===== src/hw/tpw_pkg.sv =====
package tpw_pkg;
  localparam int NUM_MATCH = 7;
  localparam int NUM_CAP = 2;
  localparam int NUM_EXT = 4;
  localparam int NUM_PWM = 6;
  localparam int NUM_DMA = 2;

  // Byte offsets of the register words
  localparam logic [7:0] OFS_STAT = 8'h00;
  localparam logic [7:0] OFS_CTRL = 8'h04;
  localparam logic [7:0] OFS_TC = 8'h08;
  localparam logic [7:0] OFS_PR = 8'h0C;
  localparam logic [7:0] OFS_PC = 8'h10;
  localparam logic [7:0] OFS_MCR = 8'h14;
  localparam logic [7:0] OFS_CCR = 8'h18;
  localparam logic [7:0] OFS_CAP0 = 8'h1C;
  localparam logic [7:0] OFS_CAP1 = 8'h20;
  localparam logic [7:0] OFS_CNT = 8'h24;
  localparam logic [7:0] OFS_EMR = 8'h28;
  localparam logic [7:0] OFS_PCR = 8'h2C;
  localparam logic [7:0] OFS_LER = 8'h30;
  localparam logic [7:0] OFS_MASK = 8'h34;
  localparam logic [7:0] OFS_MR0 = 8'h40;

  // Control word bits
  localparam int CTRL_EN = 0;
  localparam int CTRL_RST = 1;
  localparam int CTRL_PWM = 2;
  localparam int CTRL_DMA0 = 3;

  // Match control: three bits per match channel
  localparam int MCR_W = 3;
  localparam int MCR_INT = 0;
  localparam int MCR_RST = 1;
  localparam int MCR_STOP = 2;

  // Capture control: three bits per capture channel
  localparam int CCR_W = 3;
  localparam int CCR_RISE = 0;
  localparam int CCR_FALL = 1;
  localparam int CCR_INT = 2;

  // Count source: bits 1:0 mode, bit 2 selects the capture input
  localparam logic [1:0] CNT_TIMER = 2'h0;
  localparam logic [1:0] CNT_RISE = 2'h1;
  localparam logic [1:0] CNT_FALL = 2'h2;
  localparam logic [1:0] CNT_BOTH = 2'h3;
  localparam int CNT_SEL = 2;

  // External match: bits 3:0 pin state, two action bits per pin from bit 4
  localparam int EMR_CTL_LSB = 4;
  localparam logic [1:0] EXT_NONE = 2'h0;
  localparam logic [1:0] EXT_LOW = 2'h1;
  localparam logic [1:0] EXT_HIGH = 2'h2;
  localparam logic [1:0] EXT_TOG = 2'h3;

  // PWM control: bit n selects double edge for channel n (2..6)
  localparam int PCR_OE_LSB = 9;

  // Status and mask: match bits from 0, capture bits from 7
  localparam int STAT_CAP_LSB = 7;
  localparam int STAT_W = 9;

  localparam logic [31:0] RST_WORD = 32'h0000_0000;
endpackage


===== src/hw/tpw_match_reg.sv =====
`timescale 1ns/10ps
module tpw_match_reg #(
  parameter int W = 32
) (
  input wire logic core_clk_i,
  input wire logic nrst_i,
  input wire logic wr_i,
  input wire logic [W-1:0] wdata_i,
  input wire logic apply_i,
  input wire logic step_i,
  input wire logic [W-1:0] cnt_i,
  output logic [W-1:0] shadow_o,
  output logic hit_o
);
  logic [W-1:0] active;

  always_ff @(posedge core_clk_i or negedge nrst_i) begin
    if (!nrst_i) begin
      shadow_o <= W'(tpw_pkg::RST_WORD);
    end else if (wr_i) begin
      shadow_o <= wdata_i;
    end
  end

  // Active value only moves when released, so a half-updated pair never
  // shapes a pulse
  always_ff @(posedge core_clk_i or negedge nrst_i) begin
    if (!nrst_i) begin
      active <= W'(tpw_pkg::RST_WORD);
    end else if (apply_i) begin
      active <= shadow_o;
    end
  end

  assign hit_o = step_i & (cnt_i == active);
endmodule


===== src/hw/tpw_timer_pwm.sv =====
// Notes on behaviour
// - 32-bit counter steps once per terminal count of a 32-bit prescaler.
// - Counts internal clock cycles, or transitions on a selected capture input.
// - Two capture channels latch the counter on input edges, optional interrupt.
// - Seven match values each may interrupt, stop or reset the counter.
// - Four match pins go low, high, toggle or hold on their match.
// - Matches 0 and 1 can each issue a DMA request pulse.
// - PWM variant has seven match values; outputs follow only match events.
// - In PWM mode the cycle-period match resets the counter for all outputs.
// - Single-edge output uses one own match value for its falling edge.
// - Single-edge outputs rise when the cycle-period match occurs.
// - Double-edge output uses two match values, for rise and for fall.
// - Rise before fall gives a positive pulse, fall first a negative one.
//
// Decided for this implementation: register access over Avalon-MM and the placing of the registers.
`timescale 1ns/10ps
module tpw_timer_pwm #(
  parameter int CNT_W = 32
) (
  input wire logic core_clk_i,
  input wire logic nrst_i,
  input wire logic [7:0] avs_address_i,
  input wire logic avs_read_i,
  input wire logic avs_write_i,
  input wire logic [31:0] avs_writedata_i,
  input wire logic [3:0] avs_byteenable_i,
  output logic [31:0] avs_readdata_o,
  output logic avs_waitrequest_o,
  input wire logic [tpw_pkg::NUM_CAP-1:0] cap_i,
  output logic [tpw_pkg::NUM_EXT-1:0] ext_match_o,
  output logic [tpw_pkg::NUM_PWM-1:0] pwm_o,
  output logic [tpw_pkg::NUM_PWM-1:0] pwm_oe_o,
  output logic [tpw_pkg::NUM_DMA-1:0] dma_req_o,
  output logic irq_o
);
  localparam int NM = tpw_pkg::NUM_MATCH;
  localparam int NC = tpw_pkg::NUM_CAP;
  localparam int NE = tpw_pkg::NUM_EXT;
  localparam int NP = tpw_pkg::NUM_PWM;
  localparam int SW = tpw_pkg::STAT_W;

  function automatic logic [31:0] be_merge(input logic [31:0] old, input logic [31:0] wd,
                                           input logic [3:0] be);
    logic [31:0] r;
    r = old;
    for (int b = 0; b < 4; b++) begin
      if (be[b]) begin
        r[8*b +: 8] = wd[8*b +: 8];
      end
    end
    return r;
  endfunction

  // Bus slave: one wait cycle, then the access completes
  logic ack;
  logic wr_go;
  logic [5:0] widx;

  assign avs_waitrequest_o = (avs_read_i | avs_write_i) & ~ack;
  assign wr_go = avs_write_i & ack;
  assign widx = avs_address_i[7:2];

  always_ff @(posedge core_clk_i or negedge nrst_i) begin
    if (!nrst_i) begin
      ack <= 1'b0;
    end else begin
      ack <= (avs_read_i | avs_write_i) & ~ack;
    end
  end

  function automatic logic wsel(input logic [7:0] ofs, input logic go, input logic [5:0] idx);
    return go && (idx == ofs[7:2]);
  endfunction

  logic [31:0] ctrl;
  logic [CNT_W-1:0] tc;
  logic [31:0] pr;
  logic [31:0] pc;
  logic [31:0] mcr;
  logic [31:0] ccr;
  logic [CNT_W-1:0] cap_val [NC];
  logic [31:0] cnt_cfg;
  logic [31:0] emr;
  logic [31:0] pcr;
  logic [NM-1:0] ler;
  logic [SW-1:0] stat;
  logic [SW-1:0] mask;
  logic [NC-1:0] cap_q;

  logic pwm_mode;
  logic run;
  logic tick;
  logic step;
  logic [NM-1:0] hit;
  logic [NM-1:0] mint_v;
  logic [NM-1:0] mrst_v;
  logic [NM-1:0] mstop_v;
  logic match_rst;
  logic match_stop;
  logic [NC-1:0] cap_rise;
  logic [NC-1:0] cap_fall;
  logic [NC-1:0] cap_ev;
  logic [NC-1:0] cap_int;
  logic [CNT_W-1:0] mr_shadow [NM];

  assign pwm_mode = ctrl[tpw_pkg::CTRL_PWM];
  assign run = ctrl[tpw_pkg::CTRL_EN] & ~ctrl[tpw_pkg::CTRL_RST];
  assign cap_rise = cap_i & ~cap_q;
  assign cap_fall = ~cap_i & cap_q;

  always_ff @(posedge core_clk_i or negedge nrst_i) begin
    if (!nrst_i) begin
      cap_q <= '0;
    end else begin
      cap_q <= cap_i;
    end
  end

  // Count source: every clock, or edges of the selected capture input
  always_comb begin
    logic r;
    logic f;
    r = cap_rise[cnt_cfg[tpw_pkg::CNT_SEL]];
    f = cap_fall[cnt_cfg[tpw_pkg::CNT_SEL]];
    case (cnt_cfg[1:0])
      tpw_pkg::CNT_TIMER: tick = 1'b1;
      tpw_pkg::CNT_RISE: tick = r;
      tpw_pkg::CNT_FALL: tick = f;
      tpw_pkg::CNT_BOTH: tick = r | f;
      default: tick = 1'b0;
    endcase
  end

  assign step = run & tick & (pc == pr);

  always_comb begin
    for (int n = 0; n < NM; n++) begin
      mint_v[n] = mcr[n*tpw_pkg::MCR_W + tpw_pkg::MCR_INT];
      mrst_v[n] = mcr[n*tpw_pkg::MCR_W + tpw_pkg::MCR_RST];
      mstop_v[n] = mcr[n*tpw_pkg::MCR_W + tpw_pkg::MCR_STOP];
    end
  end

  assign match_rst = |(hit & mrst_v) | (pwm_mode & hit[0]);
  assign match_stop = |(hit & mstop_v);

  // Match channels
  for (genvar n = 0; n < NM; n++) begin : g_match
    logic apply;
    logic wr;
    // In PWM mode a new value waits for release and the start of a cycle
    assign apply = ~pwm_mode | (hit[0] & ler[n]);
    assign wr = wsel(tpw_pkg::OFS_MR0 + 8'(4*n), wr_go, widx);
    tpw_match_reg #(.W(CNT_W)) u_mr (
      .core_clk_i(core_clk_i),
      .nrst_i(nrst_i),
      .wr_i(wr),
      .wdata_i(CNT_W'(be_merge(32'(mr_shadow[n]), avs_writedata_i, avs_byteenable_i))),
      .apply_i(apply),
      .step_i(step),
      .cnt_i(tc),
      .shadow_o(mr_shadow[n]),
      .hit_o(hit[n])
    );
  end

  // Control: a stop match wins over a software enable in the same cycle
  always_ff @(posedge core_clk_i or negedge nrst_i) begin
    if (!nrst_i) begin
      ctrl <= tpw_pkg::RST_WORD;
    end else begin
      if (wsel(tpw_pkg::OFS_CTRL, wr_go, widx)) begin
        ctrl <= be_merge(ctrl, avs_writedata_i, avs_byteenable_i);
      end
      if (match_stop) begin
        ctrl[tpw_pkg::CTRL_EN] <= 1'b0;
      end
    end
  end

  always_ff @(posedge core_clk_i or negedge nrst_i) begin
    if (!nrst_i) begin
      tc <= CNT_W'(tpw_pkg::RST_WORD);
    end else if (ctrl[tpw_pkg::CTRL_RST]) begin
      tc <= CNT_W'(tpw_pkg::RST_WORD);
    end else if (wsel(tpw_pkg::OFS_TC, wr_go, widx)) begin
      tc <= CNT_W'(be_merge(32'(tc), avs_writedata_i, avs_byteenable_i));
    end else if (step) begin
      tc <= match_rst ? CNT_W'(tpw_pkg::RST_WORD) : tc + CNT_W'(1);
    end
  end

  always_ff @(posedge core_clk_i or negedge nrst_i) begin
    if (!nrst_i) begin
      pc <= tpw_pkg::RST_WORD;
    end else if (ctrl[tpw_pkg::CTRL_RST] || step) begin
      pc <= tpw_pkg::RST_WORD;
    end else if (run && tick) begin
      pc <= pc + 32'h0000_0001;
    end
  end

  always_ff @(posedge core_clk_i or negedge nrst_i) begin
    if (!nrst_i) begin
      pr <= tpw_pkg::RST_WORD;
      mcr <= tpw_pkg::RST_WORD;
      ccr <= tpw_pkg::RST_WORD;
      cnt_cfg <= tpw_pkg::RST_WORD;
      pcr <= tpw_pkg::RST_WORD;
      mask <= '0;
    end else begin
      if (wsel(tpw_pkg::OFS_PR, wr_go, widx)) begin
        pr <= be_merge(pr, avs_writedata_i, avs_byteenable_i);
      end
      if (wsel(tpw_pkg::OFS_MCR, wr_go, widx)) begin
        mcr <= be_merge(mcr, avs_writedata_i, avs_byteenable_i);
      end
      if (wsel(tpw_pkg::OFS_CCR, wr_go, widx)) begin
        ccr <= be_merge(ccr, avs_writedata_i, avs_byteenable_i);
      end
      if (wsel(tpw_pkg::OFS_CNT, wr_go, widx)) begin
        cnt_cfg <= be_merge(cnt_cfg, avs_writedata_i, avs_byteenable_i);
      end
      if (wsel(tpw_pkg::OFS_PCR, wr_go, widx)) begin
        pcr <= be_merge(pcr, avs_writedata_i, avs_byteenable_i);
      end
      if (wsel(tpw_pkg::OFS_MASK, wr_go, widx)) begin
        mask <= SW'(be_merge(32'(mask), avs_writedata_i, avs_byteenable_i));
      end
    end
  end

  // Release bits: a software write wins over the hardware clear
  always_ff @(posedge core_clk_i or negedge nrst_i) begin
    if (!nrst_i) begin
      ler <= '0;
    end else if (wsel(tpw_pkg::OFS_LER, wr_go, widx)) begin
      ler <= NM'(be_merge(32'(ler), avs_writedata_i, avs_byteenable_i));
    end else if (pwm_mode && hit[0]) begin
      ler <= '0;
    end
  end

  // Captures
  always_comb begin
    for (int i = 0; i < NC; i++) begin
      cap_ev[i] = (cap_rise[i] & ccr[i*tpw_pkg::CCR_W + tpw_pkg::CCR_RISE]) |
                  (cap_fall[i] & ccr[i*tpw_pkg::CCR_W + tpw_pkg::CCR_FALL]);
      cap_int[i] = cap_ev[i] & ccr[i*tpw_pkg::CCR_W + tpw_pkg::CCR_INT];
    end
  end

  always_ff @(posedge core_clk_i or negedge nrst_i) begin
    if (!nrst_i) begin
      for (int i = 0; i < NC; i++) begin
        cap_val[i] <= CNT_W'(tpw_pkg::RST_WORD);
      end
    end else begin
      for (int i = 0; i < NC; i++) begin
        if (cap_ev[i]) begin
          cap_val[i] <= tc;
        end
      end
    end
  end

  // External match pins follow their match action
  always_ff @(posedge core_clk_i or negedge nrst_i) begin
    if (!nrst_i) begin
      emr <= tpw_pkg::RST_WORD;
    end else begin
      if (wsel(tpw_pkg::OFS_EMR, wr_go, widx)) begin
        emr <= be_merge(emr, avs_writedata_i, avs_byteenable_i);
      end
      for (int n = 0; n < NE; n++) begin
        if (hit[n]) begin
          case (emr[tpw_pkg::EMR_CTL_LSB + 2*n +: 2])
            tpw_pkg::EXT_LOW: emr[n] <= 1'b0;
            tpw_pkg::EXT_HIGH: emr[n] <= 1'b1;
            tpw_pkg::EXT_TOG: emr[n] <= ~emr[n];
            default: emr[n] <= emr[n];
          endcase
        end
      end
    end
  end

  assign ext_match_o = emr[NE-1:0];

  // Clear wins, so a fall match equal to the period match holds an output low
  always_ff @(posedge core_clk_i or negedge nrst_i) begin
    if (!nrst_i) begin
      pwm_o <= '0;
    end else if (pwm_mode) begin
      for (int k = 0; k < NP; k++) begin
        logic set_e;
        set_e = ((k >= 1) && pcr[k+1]) ? hit[k] : hit[0];
        if (hit[k+1]) begin
          pwm_o[k] <= 1'b0;
        end else if (set_e) begin
          pwm_o[k] <= 1'b1;
        end
      end
    end
  end

  assign pwm_oe_o = pcr[tpw_pkg::PCR_OE_LSB +: NP];

  always_ff @(posedge core_clk_i or negedge nrst_i) begin
    if (!nrst_i) begin
      dma_req_o <= '0;
    end else begin
      dma_req_o <= hit[1:0] & ctrl[tpw_pkg::CTRL_DMA0 +: 2];
    end
  end

  // Interrupt status: write one to clear, a new event wins over the clear
  always_ff @(posedge core_clk_i or negedge nrst_i) begin
    logic [SW-1:0] clr;
    logic [SW-1:0] set_v;
    if (!nrst_i) begin
      stat <= '0;
    end else begin
      clr = '0;
      if (wsel(tpw_pkg::OFS_STAT, wr_go, widx)) begin
        clr = SW'(be_merge(tpw_pkg::RST_WORD, avs_writedata_i, avs_byteenable_i));
      end
      set_v = '0;
      set_v[NM-1:0] = hit & mint_v;
      set_v[tpw_pkg::STAT_CAP_LSB +: NC] = cap_int;
      stat <= (stat & ~clr) | set_v;
    end
  end

  assign irq_o = |(stat & mask);

  // Read data is loaded as the wait cycle ends
  always_ff @(posedge core_clk_i or negedge nrst_i) begin
    if (!nrst_i) begin
      avs_readdata_o <= tpw_pkg::RST_WORD;
    end else if (avs_read_i && !ack) begin
      case (avs_address_i & 8'hFC)
        tpw_pkg::OFS_STAT: avs_readdata_o <= 32'(stat);
        tpw_pkg::OFS_CTRL: avs_readdata_o <= ctrl;
        tpw_pkg::OFS_TC: avs_readdata_o <= 32'(tc);
        tpw_pkg::OFS_PR: avs_readdata_o <= pr;
        tpw_pkg::OFS_PC: avs_readdata_o <= pc;
        tpw_pkg::OFS_MCR: avs_readdata_o <= mcr;
        tpw_pkg::OFS_CCR: avs_readdata_o <= ccr;
        tpw_pkg::OFS_CAP0: avs_readdata_o <= 32'(cap_val[0]);
        tpw_pkg::OFS_CAP1: avs_readdata_o <= 32'(cap_val[1]);
        tpw_pkg::OFS_CNT: avs_readdata_o <= cnt_cfg;
        tpw_pkg::OFS_EMR: avs_readdata_o <= emr;
        tpw_pkg::OFS_PCR: avs_readdata_o <= pcr;
        tpw_pkg::OFS_LER: avs_readdata_o <= 32'(ler);
        tpw_pkg::OFS_MASK: avs_readdata_o <= 32'(mask);
        default: begin
          if (widx >= tpw_pkg::OFS_MR0[7:2] && 32'(widx - tpw_pkg::OFS_MR0[7:2]) < NM) begin
            avs_readdata_o <= 32'(mr_shadow[3'(widx - tpw_pkg::OFS_MR0[7:2])]);
          end else begin
            avs_readdata_o <= tpw_pkg::RST_WORD;
          end
        end
      endcase
    end
  end
endmodule


===== config.mk =====
export PLATFORM = sky130hd
export DESIGN_NAME = tpw_timer_pwm
export DESIGN_NICKNAME = d
export VERILOG_FILES = /design/src/hw/tpw_pkg.sv /design/src/hw/tpw_match_reg.sv /design/src/hw/tpw_timer_pwm.sv
export SDC_FILE = /design/constraint.sdc
export NUM_CORES = 2
export LEC_CHECK = 0
export ABC_CLOCK_PERIOD_IN_PS = 5170
export BUFFER_PORTS_ARGS = -buffer_cell sky130_fd_sc_hd__buf_2
export CORE_UTILIZATION = 34
export CTS_BUF_LIST = sky130_fd_sc_hd__clkbuf_4 sky130_fd_sc_hd__clkbuf_8 sky130_fd_sc_hd__clkbuf_16
export CTS_CLUSTER_DIAMETER = 50
export CTS_CLUSTER_SIZE = 12
export DETAILED_ROUTE_END_ITERATION = 6
export SYNTH_ARGS = -nofsm -noshare
export SYNTH_HDL_FRONTEND = slang
export SYNTH_HIERARCHICAL = 1
export SYNTH_SLANG_ARGS = --single-unit

===== constraint.sdc =====
create_clock -name core_clk_i -period 5.17 [get_ports core_clk_i]
set_input_delay 0.2585 -clock core_clk_i [delete_from_list [all_inputs] [get_ports core_clk_i]]
set_output_delay 0.2585 -clock core_clk_i [all_outputs]
set_load 0.02 [all_outputs]

=== Word-level counts from Yosys, hierarchy flattened ===
Cells that the tools add are included.

* Add/subtract/negate cells: 4
* Multipliers: 0
* Div/mod/pow operators: 0
* Order comparisons: 4
* Equal/unequal tests: 52
* Shift-type cells: 0
* Muxes and demuxes: 56
* Bitwise logic cells: 58
* Reductions and logical operators: 123

{| class="wikitable"
|+ Operator list
! cell !! number
|-
| case mux 32 bit (14 select lines) || 1
|-
| 2-to-1 mux 32 bit || 9
|-
| equality test 32 bit || 8
|-
| AND reduction 2 bit || 70
|-
| binary-select mux 32 bit (select 3 bit) || 1
|-
| adder 32 x 1 -> 32 bit, second input constant || 2
|-
| equality test 6 x 5 -> 1 bit, second input constant || 7
|-
| 2-to-1 mux 8 bit || 5
|-
| equality test 6 x 4 -> 1 bit, second input constant || 6
|-
| nonzero test 2 bit || 18
|-
| < comparator 32 x 3 -> 1 bit, second input constant || 1
|-
| 2-to-1 mux 1 bit || 29
|-
| bitwise AND 1 bit || 26
|-
| equality test 6 x 3 -> 1 bit, second input constant || 4
|-
| logical AND 1 bit || 22
|-
| bitwise AND 7 bit || 3
|-
| 2-to-1 mux 7 bit || 3
|-
| equality test 2 bit, second input constant || 10
|-
| bitwise AND 9 bit || 2
|-
| != test 4 bit, second input constant || 4
|-
| OR reduction 7 bit || 2
|-
| equality test 6 x 2 -> 1 bit, second input constant || 2
|-
| != test 3 bit, second input constant || 4
|-
| bitwise OR 1 bit || 12
|-
| 26 further kinds || 46
|}

* Register bits after elaboration: 868
* Bits in latches: 0
* Bits in writable memories: 0
* Memory bits (read-only): 0
* Input port bits: 50
* Output and inout port bits: 52
* Word-level logic and storage cells: 386
* Memories kept: 0

=== Logic depth before layout (Yosys ltp) ===
* Depth after elaboration: 16
* Depth in mapped cells: 17

=== Hierarchy ===
Netlist, hierarchy kept.

{| class="wikitable"
|+ Modules (own cells, without submodules)
! module !! times used !! cells an instance !! area an instance (sq um)
|-
| tpw_timer_pwm || 1 || 2,559 || 24,604.8
|-
| tpw_match_reg || 7 || 180 || 2,715.1
|}

=== Worst setup path after synthesis ===
OpenSTA, ideal clock, no wires.

* Path type: flip-flop to flip-flop
* Start point: register pc[16]
* End point: register g_match[0].u_mr.active[21]
* Library setup time: 0.125 ns
* Data arrival time: 3.495 ns
* Data required time: 5.045 ns
* Setup slack: 1.550 ns
* Stages on the path, launching flop included: 17
* Path buffers: 6
* Period minus slack after synthesis: 3.620 ns
* Cells stage by stage: dfrtp_1 -> clkbuf_1 -> xnor2_1 -> nand4_1 -> nor4_1 -> and2_1 -> clkbuf_1 -> and3_1 -> nand3_1 -> nor3_2 -> clkbuf_1 -> clkbuf_1 -> nand2_1 -> nand2_1 -> clkbuf_1 -> buf_2 -> mux2_2

* Cells in the longest elaborated chain, start to end: 5

{| class="wikitable"
|+ Ends and longest elaborated chain
! element !! RTL line !! source
|-
| start, declared || tpw_timer_pwm.sv:78 || <nowiki>logic [31:0] pc;</nowiki>
|-
| start signal, assigned || tpw_timer_pwm.sv:195 || <nowiki>pc <= tpw_pkg::RST_WORD;</nowiki>
|-
| start signal, assigned || tpw_timer_pwm.sv:197 || <nowiki>pc <= tpw_pkg::RST_WORD;</nowiki>
|-
| start signal, assigned || tpw_timer_pwm.sv:199 || <nowiki>pc <= pc + 32'h0000_0001;</nowiki>
|-
| equality test 32 bit || tpw_timer_pwm.sv:134 || <nowiki>assign step = run & tick & (pc == pr);</nowiki>
|-
| bitwise AND 1 bit || tpw_timer_pwm.sv:134 ||
|-
| net step || tpw_timer_pwm.sv:93 || <nowiki>logic step;</nowiki>
|-
| bitwise AND 1 bit || tpw_match_reg.sv:35 || <nowiki>assign hit_o = step_i & (cnt_i == active);</nowiki>
|-
| net hit[0] || tpw_timer_pwm.sv:94 || <nowiki>logic [NM-1:0] hit;</nowiki>
|-
| bitwise AND 1 bit || tpw_timer_pwm.sv:152 || <nowiki>assign apply = ~pwm_mode | (hit[0] & ler[n]);</nowiki>
|-
| bitwise OR 1 bit || tpw_timer_pwm.sv:152 ||
|-
| net g_match[0].apply || tpw_timer_pwm.sv:149 || <nowiki>logic apply;</nowiki>
|-
| end signal, assigned || tpw_match_reg.sv:29 || <nowiki>active <= W'(tpw_pkg::RST_WORD);</nowiki>
|-
| end signal, assigned || tpw_match_reg.sv:31 || <nowiki>active <= shadow_o;</nowiki>
|-
| end, declared || tpw_match_reg.sv:15 || <nowiki>logic [W-1:0] active;</nowiki>
|}

The timed path passes the listed nets, and every way through them passes these cells.
A chain may end at the register's enable or synchronous reset.

=== Final worst setup path ===
* Start point: register pc[16]
* End point: register tc[15]

* Cells in the longest elaborated chain, start to end: 10
* Elaborated cells between the ends (all ways): 19

{| class="wikitable"
|+ Ends and longest elaborated chain
! element !! RTL line !! source
|-
| equality test 32 bit || tpw_timer_pwm.sv:134 ||
|-
| bitwise AND 1 bit || tpw_timer_pwm.sv:134 ||
|-
| net step || tpw_timer_pwm.sv:93 ||
|-
| bitwise AND 1 bit || tpw_match_reg.sv:35 ||
|-
| net hit[6] || tpw_timer_pwm.sv:94 ||
|-
| bitwise AND 7 bit || tpw_timer_pwm.sv:144 || <nowiki>assign match_rst = |(hit & mrst_v) | (pwm_mode & hit[0]);</nowiki>
|-
| OR reduction 7 bit || tpw_timer_pwm.sv:144 ||
|-
| bitwise OR 1 bit || tpw_timer_pwm.sv:144 ||
|-
| 2-to-1 mux 32 bit || tpw_timer_pwm.sv:189 || <nowiki>tc <= match_rst ? CNT_W'(tpw_pkg::RST_WORD) : tc + CNT_W'(1);</nowiki>
|-
| 2-to-1 mux 32 bit || tpw_timer_pwm.sv:188 || <nowiki>end else if (step) begin</nowiki>
|-
| 2-to-1 mux 32 bit || tpw_timer_pwm.sv:186 || <nowiki>end else if (wsel(tpw_pkg::OFS_TC, wr_go, widx)) begin</nowiki>
|-
| 2-to-1 mux 32 bit || tpw_timer_pwm.sv:184 || <nowiki>end else if (ctrl[tpw_pkg::CTRL_RST]) begin</nowiki>
|-
| end signal, assigned || tpw_timer_pwm.sv:185 || <nowiki>tc <= CNT_W'(tpw_pkg::RST_WORD);</nowiki>
|-
| end signal, assigned || tpw_timer_pwm.sv:187 || <nowiki>tc <= CNT_W'(be_merge(32'(tc), avs_writedata_i, avs_byteenable_i));</nowiki>
|-
| end signal, assigned || tpw_timer_pwm.sv:189 ||
|-
| end, declared || tpw_timer_pwm.sv:76 || <nowiki>logic [CNT_W-1:0] tc;</nowiki>
|}

The timed path passes the listed nets, and every way through them passes these cells. The select of a mux whose other input is x is not followed.

==> flow_summary.yaml <==
outcome:
  outcome: "finished, final reports clean"
power:
  p_int_mw: 13.3
  cellLeakagePower_nw: 23.0
  seqPwrFrac_pct: 43.0
  combPwrFrac_pct: 10.2
  p_clk_share_pct: 46.8
  ir_worst_vdd_mv: 0.263
  p_per_area_nw_per_um2: 358
  swShare_pct: 26.4
  total_power_mw: 18.0
  power_switching_mw: 4.76
min_path:
  holdCritStartpoint: "avs_writedata_i[0]"
  worstHoldPathCells: 3
  hp-class: "in -> reg"
  whs_endpoint: "ctrl[0]"
clock_network:
  cts_buffer_depth: 3
  cts_sinks: 868
  cts_setup_buffers: 0
  clkSlewWorstSetupHoldPaths_ns: 0.06
  cts_root_buf: "clkbuf_16"
  cts_resized: 0
  cts_max_level: 3
  cts_tree: "yes"
  numCtsBuffers: 110
  worstSkewPairLatency_ns: 0.70
  hold_buffers: 9
synthesis:
  yosysWarnings: 6
  async_flop_share_pct: 100
  ys_types: 71
  synth_edf_count: 0
  ys.flop_type: "dfrtp_1"
  synth.net_count: 3879
  seq_area_frac_synth_pct: 49.8
  syn_inst: 3819
  synthesis.area_sq_um: 43600
  synth-seq-cells: 868
  syn_avg_cell_area_sq_um: 11.4
grt:
  grt_pass1_wl_mm: 222
  grt_antenna_before_repair: 8
  grt_use_total_pct: 22.9
  first_global_vias: 32370
  grt_max_degree: 148
  overflow: 0
drt:
  drt_iter0_markers: 3453
  drc: 0
  num_vias: 32170
  ant_nets: 0
  wire_per_inst_um: 26.7
  dr.pass1.iters: 7
  routed_wl_mm: 151
  vias_per_cell: 5.70
sta:
  skew_ns: 0.0248
  setup_violations: 0
  tightest_slew_ns: 1.17
  hold-worst-slack_ns: 0.0387
  max_slew_margin_pct: 21.8
  max_freq_mhz: 236
  tns_ns: 0
  drv_slew: 0
  fin_crit_sh_pct: 81.9
  hold_viol: 0
  grt_setup_unrepaired: "no"
  fin_crit_ns: 4.24
worst_setup_path:
  path_max_fanout: 14
  cp_slowest_cell: "nor4_1"
  reg2reg_to: "tc[15]"
  crit_buf_inv: 1
  worst_ep_arrival_time_ns: 4.81
  required_ns: 5.74
  crit_chain: "xnor2_1, nand4_1, nor4_1, and2_1, and3_1, nand3_1, nor3_2, buf_4, nand2_1, and3_1, nand2_1, or4_1, a221oi_1, a211o_1"
  timing.rr.start: "pc[16]"
  endpoint_kind: "register"
  critical-path-max-stage-delay_ns: 0.55
  r2r_setup_slack_ns: 0.93
  critPathTopFamily: "simple AND/OR/NAND/NOR gates"
  cp-start-kind: "register"
  reg2reg_depth: 14
  path_class: "reg -> reg"
placement:
  port_buffers: 99
  dp_hpwl_mm: 100
  place_area_sq_um: 46200
  gp_congestion: 0.897
layout:
  fillCellCount: 12114
  syn_to_final_growth_pct: 15.5
  drive_gt1_share_pct: 30.5
  fin_nets: 3945
  fin_area_sq_um: 50400
die:
  core_sq_um: 127000
  initial_core_util_pct: 34.2
  die_y_um: 360
  die_width_um: 360
  num_rows: 131
  io_pins: 102
  dieArea_sq_um: 130000
job:
  maxCapViolCount: 0
-- kinds of logic after synthesis --
logic type               synth area share (%)
buffers and inverters                    4.85
XOR/XNOR                                 5.74
AND/OR/NAND/NOR                          7.10
AO/OA/AOI/OAI                            10.6
adder cells (fa/ha/maj)                 0.287
flip-flops                               49.8
multiplexers                             21.7
-- metal layers --
layer / GRT usage, % / up-vias / wire, um
li1: - / 13825 / -
met1: 30.6 / 16697 / 63400
met2: 36.6 / 1307 / 69600
met3: 4.22 / 335 / 11200
met4: 9.33 / 6 / 6430
met5: 0 / - / 29
-- worst register-to-register path, cell delays in order (launching register included) --
cell and delay (ns):
dfrtp_1 0.47, xnor2_1 0.37, nand4_1 0.15, nor4_1 0.55, and2_1 0.27, and3_1 0.39
nand3_1 0.20, nor3_2 0.18, buf_4 0.20, nand2_1 0.09, and3_1 0.20, nand2_1 0.48
or4_1 0.21, a221oi_1 0.07, a211o_1 0.27
-- layout by cell type, fill, tap and decap left out, types with 23 or more instances in the layout --
cell type  count
inv_1        249
o32a_1        29
nand2_1      180
o21ai_0      263
nor4_1        64
nand3_1       49
mux2i_1       35
buf_2         95
mux2_2       716
and3_1        23
xnor2_1       49
a21oi_1      106
nand4_1       68
nor2_1       104
dfrtp_1      867
mux2_1        28
xor2_1       237
and2_1        24
buf_4        107
a22oi_1      172
mux4_2        32
a211oi_1      32
clkbuf_16    111
-- state kept, by name, indices dropped and copies added, names as in the netlist, 32 cells and up --
name and cells:
avs_readdata_o 32, cnt_cfg 32, g_match.u_mr/shadow_o 224, cap_val 64, ctrl 32, mcr 32
pcr 32, tc 32, pc 32, emr 32, pr 32, ccr 32
g_match.u_mr/active 224
-- worst max-delay path by stage --
stage | startpoint | slack (ns) | endpoint | cells past startpoint
2_1_floorplan | pc[16] | 1.55 | g_match[0].u_mr/active[21] | 16
3_3_place_gp | pc[29] | 1.14 | tc[3] | 14
3_5_place_dp | pc[27] | 1.10 | tc[15] | 14
4_1_cts | pc[16] | 1.07 | tc[15] | 14
5_1_grt | pc[16] | 0.82 | tc[15] | 14
6_report | pc[16] | 0.93 | tc[15] | 14
-- synthesized netlist by cell type, types with 8 or more instances --
library cell  instances  area [sq um]
dfrtp_1             868         21700
mux2_2              716          8060
o21ai_0             263          1320
inv_1               249           935
xor2_1              237          2080
nand2_1             188           706
a22oi_1             172          1290
clkbuf_1            140           526
nor2_1              109           409
a21oi_1             106           531
buf_2                88           440
nand4_1              68           425
nor4_1               65           407
nand3_1              49           245
xnor2_1              49           429
buf_1                37           139
mux2i_1              35           350
a211oi_1             32           240
mux4_2               32           721
o32a_1               29           290
mux2_1               28           315
and2_1               25           156
and3_1               23           144
nor3_1               18          90.1
a222oi_1             11           110
a22o_1               11          96.3
o211ai_1             11          82.6
o22ai_1              11          68.8
buf_4                10          75.1
ha_1                 10           125
nor3_2                9          90.1
and4_1                8          70.1
nand3b_1              8          60.1
o2111ai_1             8          70.1
-- cell type report --
| type | instances | area, sq um | area share (%) |
|---|---|---|---|
| Clock buffer | 132 | 2980 | 5.92 |
| Tap cell | 1662 | 2080 | 4.13 |
| Antenna cell | 3 | 7.51 | 0.0149 |
| Timing Repair Buffer | 229 | 1720 | 3.42 |
| Clock inverter | 71 | 1050 | 2.08 |
| Sequential cell | 868 | 21700 | 43.1 |
| Multi-Input combinational cell | 2427 | 19900 | 39.4 |
| Inverter | 249 | 935 | 1.86 |
-- per-stage QoR --
| stage | worst slack [ns] | utilization [%] | instances |
|---|---|---|---|
| after floorplan | 1.55 | - | 3819 |
| after global placement | 1.14 | 36.3 | 5426 |
| after detailed placement | 1.10 | 36.3 | 5426 |
| after CTS | 1.07 | 39.5 | 5638 |
| after global routing | 0.816 | 39.5 | 5639 |
| final | 0.934 | 39.5 | 5641 |
-- power by group through the flow --
stage / Sequential, mW / Clock (mW) / Combinational [mW]
3_5_place_dp: 7.86 / 0 / 1.82
4_1_cts: 7.74 / 8.55 / 1.83
3_3_place_gp: 7.84 / 0 / 1.79
2_1_floorplan: 7.77 / 0 / 1.05
5_1_grt: 7.81 / 8.80 / 1.98
6_report: 7.75 / 8.44 / 1.83
Power figures use the tool's default switching activity.
